[src/gam_pkg.sv]
package gam_pkg;
  localparam int GAM_NPINS = 6;
  localparam int GAM_NPART = 4;
  localparam int GAM_FO_PIN = 4;
  localparam int GAM_HP_PIN = 5;
  // Pin function codes, two bits per pin
  typedef enum logic [1:0] {
    GAM_FN_GPIO = 2'b00,
    GAM_FN_ALT1 = 2'b01,
    GAM_FN_ALT2 = 2'b10,
    GAM_FN_RSVD = 2'b11
  } gam_func_t;
  // Register byte offsets
  localparam logic [7:0] GAM_OFS_FUNC = 8'h00;
  localparam logic [7:0] GAM_OFS_DIR = 8'h04;
  localparam logic [7:0] GAM_OFS_OUT = 8'h08;
  localparam logic [7:0] GAM_OFS_IN = 8'h0c;
  localparam logic [7:0] GAM_OFS_FOEN = 8'h10;
  localparam logic [7:0] GAM_OFS_STAT = 8'h14;
  localparam logic [7:0] GAM_OFS_MASK = 8'h18;
  // Reset values
  localparam logic [11:0] GAM_RST_FUNC = 12'h000;
  localparam logic [5:0] GAM_RST_DIR = 6'h00;
  localparam logic [5:0] GAM_RST_OUT = 6'h00;
  localparam logic [4:0] GAM_RST_MASK = 5'h00;
  // Status bit positions: partition resets in 3:0, failover in 4
  localparam int GAM_ST_FO = 4;
endpackage : gam_pkg
[src/gam_gpio_mux.sv]
// The placing of the registers and the AHB-Lite interface to the registers were chosen for this implementation.
`timescale 1ns/10ps
module gam_gpio_mux
  import gam_pkg::*;
(
  input wire logic ref_clk, // 200 MHz system clock
  input wire logic nrst, // Fundamental reset, async, active low
  input wire logic hsel, // AHB slave select
  input wire logic [7:0] haddr, // AHB byte address
  input wire logic [1:0] htrans, // AHB transfer type
  input wire logic hwrite, // AHB write
  input wire logic [2:0] hsize, // AHB size, word only
  input wire logic [31:0] hwdata, // AHB write data
  input wire logic hready, // AHB bus ready
  output logic [31:0] hrdata, // AHB read data
  output logic hreadyout, // AHB slave ready
  output logic hresp, // AHB response, always OKAY
  input wire logic cfg_load_valid, // Config loader strobe (SMBus/EEPROM)
  input wire logic [11:0] cfg_load_func, // Config loader function select
  input wire logic [5:0] gpio_in, // Pin levels
  output logic [5:0] gpio_out, // Pin output values
  output logic [5:0] gpio_oe, // Pin output enables
  input wire logic [3:0] part_reset_drive_n, // Internal partition reset, drive line low
  output logic [3:0] partition_reset_n, // Partition reset requests from pins
  output logic failover_event, // One-cycle failover pulse
  input wire logic hotplug_event, // Hot-plug event from hot-plug logic
  input wire logic [2:0] link_up, // Link up, ports 0,4,16 in bits 0,1,2
  input wire logic [2:0] link_active, // Link active, ports 0,4,16
  output logic irq // Level interrupt
);
  logic [11:0] func_q;
  logic [5:0] dir_q;
  logic [5:0] out_q;
  logic fo_en_q;
  logic [4:0] stat_q;
  logic [4:0] mask_q;
  logic [5:0] pin_sync;
  logic [5:0] alt1_out;
  logic [5:0] alt1_oe;
  logic [5:0] alt2_out;
  logic [3:0] preset_d;
  logic [4:0] ev_set;
  logic fo_prev_q;
  logic fo_armed_q;
  logic fo_evt_d;
  logic wr_pend_q;
  logic rd_pend_q;
  logic [7:0] addr_q;
  logic addr_ph;
  logic rd_clear;

  // Alternate values; hot-plug and link signals are active high, pins low
  assign alt1_out = {~hotplug_event, 1'b0, 4'h0};
  assign alt1_oe = {1'b1, 1'b0, ~part_reset_drive_n};
  assign alt2_out = {~link_active[0], ~link_up[0], ~link_active[1],
                     ~link_up[1], ~link_active[2], ~link_up[2]};

  // One cell per pin
  genvar gi;
  generate
    for (gi = 0; gi < GAM_NPINS; gi++) begin : g_pin
      gam_pin_cell u_cell (
        .ref_clk(ref_clk),
        .nrst(nrst),
        .pin_in(gpio_in[gi]),
        .func(func_q[2*gi+:2]),
        .gp_dir(dir_q[gi]),
        .gp_out(out_q[gi]),
        .alt1_out(alt1_out[gi]),
        .alt1_oe(alt1_oe[gi]),
        .alt2_out(alt2_out[gi]),
        .pin_sync(pin_sync[gi]),
        .pin_out_q(gpio_out[gi]),
        .pin_oe_q(gpio_oe[gi])
      );
    end
  endgenerate

  // Partition reset seen on the line, ours or the board's
  always_comb begin
    for (int i = 0; i < GAM_NPART; i++) begin
      preset_d[i] = !((func_q[2*i+:2] == GAM_FN_ALT1) && !pin_sync[i]);
    end
  end

  always_ff @(posedge ref_clk or negedge nrst) begin
    if (!nrst) begin
      partition_reset_n <= 4'hf;
    end else begin
      partition_reset_n <= preset_d;
    end
  end

  // Failover edge detect; arm flag avoids a false edge after reset
  assign fo_evt_d = fo_armed_q && fo_en_q && (func_q[2*GAM_FO_PIN+:2] == GAM_FN_ALT1)
                    && (pin_sync[GAM_FO_PIN] != fo_prev_q);

  always_ff @(posedge ref_clk or negedge nrst) begin
    if (!nrst) begin
      fo_prev_q <= 1'b0;
      fo_armed_q <= 1'b0;
      failover_event <= 1'b0;
    end else begin
      fo_prev_q <= pin_sync[GAM_FO_PIN];
      fo_armed_q <= 1'b1;
      failover_event <= fo_evt_d;
    end
  end

  // AHB address phase capture
  assign addr_ph = hsel && htrans[1] && hready;
  assign rd_clear = rd_pend_q && (addr_q == GAM_OFS_STAT);

  always_ff @(posedge ref_clk or negedge nrst) begin
    if (!nrst) begin
      wr_pend_q <= 1'b0;
      rd_pend_q <= 1'b0;
      addr_q <= 8'h00;
      hreadyout <= 1'b1;
      hresp <= 1'b0;
      hrdata <= 32'h0000_0000;
    end else begin
      wr_pend_q <= addr_ph && hwrite;
      rd_pend_q <= addr_ph && !hwrite;
      hreadyout <= !(addr_ph && !hwrite); // Reads take one wait state
      hresp <= 1'b0;
      if (addr_ph) begin
        addr_q <= haddr;
      end
      // Read data taken after any preceding write has landed
      if (rd_pend_q) begin
        case (addr_q)
          GAM_OFS_FUNC: hrdata <= {20'h00000, func_q};
          GAM_OFS_DIR: hrdata <= {26'h0000000, dir_q};
          GAM_OFS_OUT: hrdata <= {26'h0000000, out_q};
          GAM_OFS_IN: hrdata <= {26'h0000000, pin_sync};
          GAM_OFS_FOEN: hrdata <= {31'h00000000, fo_en_q};
          GAM_OFS_STAT: hrdata <= {27'h0000000, stat_q};
          GAM_OFS_MASK: hrdata <= {27'h0000000, mask_q};
          default: hrdata <= 32'h0000_0000;
        endcase
      end
    end
  end

  // Function select; config loader wins over a same-cycle bus write
  always_ff @(posedge ref_clk or negedge nrst) begin
    if (!nrst) begin
      func_q <= GAM_RST_FUNC;
    end else if (cfg_load_valid) begin
      func_q <= cfg_load_func;
    end else if (wr_pend_q && addr_q == GAM_OFS_FUNC) begin
      func_q <= hwdata[11:0];
    end
  end

  // Plain GPIO and control registers
  always_ff @(posedge ref_clk or negedge nrst) begin
    if (!nrst) begin
      dir_q <= GAM_RST_DIR;
      out_q <= GAM_RST_OUT;
      fo_en_q <= 1'b0;
      mask_q <= GAM_RST_MASK;
    end else if (wr_pend_q) begin
      if (addr_q == GAM_OFS_DIR) dir_q <= hwdata[5:0];
      if (addr_q == GAM_OFS_OUT) out_q <= hwdata[5:0];
      if (addr_q == GAM_OFS_FOEN) fo_en_q <= hwdata[0];
      if (addr_q == GAM_OFS_MASK) mask_q <= hwdata[4:0];
    end
  end

  // Sticky status; a new event beats the read clear
  assign ev_set = {fo_evt_d, partition_reset_n & ~preset_d};

  always_ff @(posedge ref_clk or negedge nrst) begin
    if (!nrst) begin
      stat_q <= 5'h00;
    end else begin
      stat_q <= (rd_clear ? 5'h00 : stat_q) | ev_set;
    end
  end

  always_ff @(posedge ref_clk or negedge nrst) begin
    if (!nrst) begin
      irq <= 1'b0;
    end else begin
      irq <= |(stat_q & mask_q);
    end
  end

  // Helper for post-reset check
  logic seen_q;
  always_ff @(posedge ref_clk or negedge nrst) begin
    if (!nrst) seen_q <= 1'b0;
    else seen_q <= 1'b1;
  end
endmodule : gam_gpio_mux

[src/gam_pin_cell.sv]
`timescale 1ns/10ps
module gam_pin_cell
  import gam_pkg::*;
(
  input wire logic ref_clk, // System clock
  input wire logic nrst, // Async reset, active low
  input wire logic pin_in, // Raw pin level
  input wire logic [1:0] func, // Selected function
  input wire logic gp_dir, // Plain mode direction, 1 drives
  input wire logic gp_out, // Plain mode output value
  input wire logic alt1_out, // First alternate value
  input wire logic alt1_oe, // First alternate enable
  input wire logic alt2_out, // Second alternate value
  output logic pin_sync, // Synchronised pin level
  output logic pin_out_q, // Pin output value
  output logic pin_oe_q // Pin output enable
);
  logic s1_q;

  // Two-flop synchroniser, first stage read only by second
  // Resets to the pulled-up idle level, so an early alt select sees no false low
  always_ff @(posedge ref_clk or negedge nrst) begin
    if (!nrst) begin
      s1_q <= 1'b1;
      pin_sync <= 1'b1;
    end else begin
      s1_q <= pin_in;
      pin_sync <= s1_q;
    end
  end

  // Output mux, registered so pins never glitch on select changes
  always_ff @(posedge ref_clk or negedge nrst) begin
    if (!nrst) begin
      pin_out_q <= 1'b0;
      pin_oe_q <= 1'b0;
    end else begin
      case (func)
        GAM_FN_GPIO: begin
          pin_out_q <= gp_out;
          pin_oe_q <= gp_dir;
        end
        GAM_FN_ALT1: begin
          pin_out_q <= alt1_out;
          pin_oe_q <= alt1_oe;
        end
        GAM_FN_ALT2: begin
          pin_out_q <= alt2_out;
          pin_oe_q <= 1'b1;
        end
        default: begin
          // Reserved code parks the pin as an input
          pin_out_q <= 1'b0;
          pin_oe_q <= 1'b0;
        end
      endcase
    end
  end
endmodule : gam_pin_cell

[config.mk]
export PLATFORM = sky130hd
export DESIGN_NAME = gam_gpio_mux
export DESIGN_NICKNAME = d
export VERILOG_FILES = /design/src/gam_pkg.sv /design/src/gam_gpio_mux.sv /design/src/gam_pin_cell.sv
export SDC_FILE = /design/constraint.sdc
export NUM_CORES = 1
export LEC_CHECK = 0
export BUFFER_PORTS_ARGS = -buffer_cell sky130_fd_sc_hd__clkbuf_2
export CORE_MARGIN = 4
export CORE_UTILIZATION = 35
export CTS_CLUSTER_DIAMETER = 40
export DETAILED_ROUTE_END_ITERATION = 8
export HOLD_SLACK_MARGIN = 0.1
export PLACE_DENSITY = 0.69
export SETUP_SLACK_MARGIN = 0.15
export SLEW_MARGIN = 20
export SYNTH_ARGS = -nofsm -noshare
export SYNTH_HDL_FRONTEND = slang
export SYNTH_SLANG_ARGS = --single-unit
[constraint.sdc]
create_clock -name ref_clk -period 2.8 [get_ports ref_clk]
set_input_delay 0.14 -clock ref_clk [delete_from_list [all_inputs] [get_ports ref_clk]]
set_output_delay 0.14 -clock ref_clk [all_outputs]
set_load 0.01 [all_outputs]
==> run_results.csv <==
group,metric,value,unit
synthesis,yosys_warnings,0,
setup_path,crit_path_max_fanout,10,
route,vias,2889,
clocking,clk_path_buf_depth,2,
route,vias_per_cell,4.831,
timing,finalHoldViolCount,0,
synthesis,synth_cells,330,
timing,fin_ws,447.8,ps
setup_path,ff2ff_setup_slack,450,ps
clocking,clock_sinks,90,
synthesis,synth_area_per_cell,12.59,µm²
timing,final.setup.tns,0,ps
setup_path,required,3020,ps
clocking,htreeDepth,3,
setup_path,slowest_delay,570,ps
synthesis,syn_area,0.004154,mm²
layout,final_layout_size_suffix_gt1_frac,0.3626,
layout,diodes,0,
timing,final.period_utilization,0.8401,
route,post_drt_wl_per_cell,15.48,µm
placement,port_buffers,86,
layout,nFillCells,1073,
timing,fmax,425.1,MHz
min_path,hp-class,"in -> reg",
grt,grt_pass1_wl,14610,µm
setup_path,path_cells,"or4_4, nor3_4, and4b_1, mux2_4",
flow_run,drv_cap,0,
clocking,cts_tree,"done",
setup_path,path_class,"reg -> reg",
setup_path,rr_worst_depth,4,
synthesis,async_reset_ff_frac,1.000,
route,drt-pass1-iter-count,5,
layout,area.growth.synth_to_final,27.71,%
layout,final_cells,598,
floorplanning,rows,39,
grt,grt-ovfl-total,0,
floorplanning,initial_core_util,0.3607,
grt,grt_max_degree,89,
timing,slew_violations,0,
synthesis,yosysSeqAreaShare,0.5473,
timing,layout_min_cycle_time,2352,ps
clocking,numCtsBuffers,9,
clocking,cts_setup_buffers,0,
floorplanning,core_area,0.01152,mm²
grt,gr-usage-all-layers,0.1434,
floorplanning,die_y,116.9,µm
route,ant_nets,0,
synthesis,ys.flop_type,"dfrtp_1",
timing,tightest_slew,795.7,ps
synthesis,yosys_register_bits,90,
grt,grt_pass1_vias,2872,
setup_path,regToRegStartpoint,"addr_q[1]",
min_path,worstHoldStart,"hotplug_event",
timing,max_slew_margin,0.4695,
floorplanning,die-area,0.01368,mm²
min_path,hold_depth,4,
clocking,root_buffer,"clkbuf_16",
setup_path,cp_slowest_cell,"and4b_1",
status,status,"complete, no violations",
placement,dp_cells,539,
placement,dpl_worst_slack,461.9,ps
layout,fin_nets,534,
setup_path,start_kind,"register",
setup_path,critPathCaptureType,"register",
placement,hpwl,6506,µm
clocking,worstSkewPairLatency,340,ps
grt,grt_antenna_before_repair,0,
power,ir_drop,0.3910,mV
synthesis,synth_cell_type_count,46,
timing,rsz0062_at_grt,"no",
synthesis,synth-edff-count,0,
placement,gp_congestion,0.7685,
setup_path,worstPathArrival,2580,ps
power,power_density,609.6,mW/mm²
clocking,clkTransAtPathRegs,70,ps
route,drc,0,
min_path,hold_path_end,"g_pin[5].u_cell.pin_out_q",
timing,skew,8.534,ps
route,drt_iter0_drc,192,
setup_path,r2r_end,"out_q[2]",
power,p_leak,2.546,nW
floorplanning,io_pins,132,
timing,setup_viol,0,
floorplanning,die_w,116.9,µm
route,drt-total-wl,9260,µm
-- cells in the final DEF, fill, tap and decap left out, types with 5 or more instances in the layout --
cell type	count
mux2_1	22
nor2_1	16
o2bb2ai_1	5
dlygate4sd3_1	43
nand2_1	12
mux2i_1	9
mux2_4	6
dfrtp_1	73
clkbuf_2	85
mux2_2	26
inv_1	23
dfstp_2	17
nand3_1	9
buf_4	5
o21ai_0	5
o22ai_1	8
clkbuf_16	9
a22oi_1	5
conb_1	22
-- cells in the mapped netlist (2+ instances only) --
cell type | instances | share of area
nor2_1 | 16 | 0.014
mux2_2 | 26 | 0.070
o22ai_1 | 8 | 0.012
o21ai_0 | 5 | 0.0060
a32oi_1 | 3 | 0.0063
ha_1 | 4 | 0.012
a222oi_1 | 2 | 0.0048
conb_1 | 2 | 0.0018
nor4b_1 | 2 | 0.0042
buf_2 | 3 | 0.0036
nand2_1 | 12 | 0.011
nand2b_1 | 4 | 0.0060
nand3_1 | 9 | 0.011
nand4b_1 | 3 | 0.0063
mux2_4 | 6 | 0.022
inv_1 | 23 | 0.021
mux2i_1 | 9 | 0.022
o2bb2ai_1 | 5 | 0.011
clkbuf_1 | 4 | 0.0036
or3b_2 | 4 | 0.0084
buf_4 | 34 | 0.061
a22oi_1 | 5 | 0.0090
mux4_2 | 2 | 0.011
dfrtp_1 | 73 | 0.44
dfstp_2 | 17 | 0.11
nor2b_1 | 2 | 0.0030
mux2_1 | 22 | 0.060
o31a_1 | 4 | 0.0084
o21a_1 | 3 | 0.0054
buf_1 | 2 | 0.0018
-- power by group --
part	total (mW)	internal, mW	switching, mW
clock network	1.26	0.777	0.486
logic	0.455	0.242	0.213
registers	1.52	1.41	0.104
total	3.23	2.43	0.804
-- logic make-up after synthesis --
logic type / after synthesis / synth area share
AO/OA/AOI/OAI: 39 / 0.06958
XOR/XNOR: 1 / 0.002109
adder cells (fa/ha/maj): 4 / 0.01205
buffers and inverters: 68 / 0.09759
flip-flops: 90 / 0.5473
multiplexers: 65 / 0.1843
other: 2 / 0.001808
AND/OR/NAND/NOR: 61 / 0.08524
-- worst max path at each step --
stage	cells past startpoint	to	start	slack, ps
finish	4	out_q[2]	addr_q[1]	450
global route	4	out_q[4]	addr_q[1]	350
CTS	4	out_q[2]	addr_q[1]	440
detailed placement	4	out_q[2]	addr_q[1]	460
global placement	4	out_q[1]	addr_q[1]	490
floorplan	5	out_q[0]	addr_q[1]	830
-- state kept, by name (all words and copies together) (netlist names), 4 cells and up --
signal	flops
dir_q	6
mask_q	5
stat_q	5
g_pin.u_cell.s1_q	6
g_pin.u_cell.pin_oe_q	6
partition_reset_n	4
func_q	12
g_pin.u_cell.pin_sync	6
g_pin.u_cell.pin_out_q	6
hrdata	12
out_q	6
addr_q	8
-- area by class of cell --
class / count / area (µm²) / area share
clock buffers: 10 / 229.0 / 0.04316
well taps: 143 / 178.9 / 0.03373
multi-input cells: 192 / 1550 / 0.2922
clock inverters: 6 / 82.58 / 0.01557
repair buffers: 134 / 904.6 / 0.1705
flip-flops and latches: 90 / 2273 / 0.4285
inverters: 23 / 86.33 / 0.01627
-- metal layers --
metal / part of all wire / vias up / GRT usage
met1: 0.44 / 1418 / 0.1807
met3: 0.075 / 11 / 0.05244
met4: 0.012 / 0 / 0.04358
met5: 0 / - / 0
li1: - / 1343 / -
met2: 0.47 / 117 / 0.2317
-- critical path: cells and delay by family, from the launching register on --
kind	cells	cell delay, ps
muxes	1	340
and+or+nand+nor	3	1480
DFF	1	410
-- metrics by stage --
| stage | power [mW] | cell area, µm² | hold slack (ps) | util |
|---|---|---|---|---|
| 2_1_floorplan | 1.821 | 4229 | -155.6 | - |
| 3_5_place_dp | 1.950 | 4559 | 228.9 | 0.3959 |
| 5_1_grt | 3.404 | 5305 | 131.7 | 0.4607 |
| 6_report | 3.234 | 5305 | 132.2 | 0.4607 |
| 4_1_cts | 3.275 | 5301 | 100.1 | 0.4603 |
| 3_3_place_gp | 1.934 | 4559 | 229.8 | 0.3959 |
-- repair_timing --
action | CTS | global route
endpoints found under the hold margin | 125 | 0
hold buffers | 43 | 0
setup endpoints to repair | 0 | 0
resized for setup | 0 | 0
Note: power is estimated with default switching activity, not from simulation.
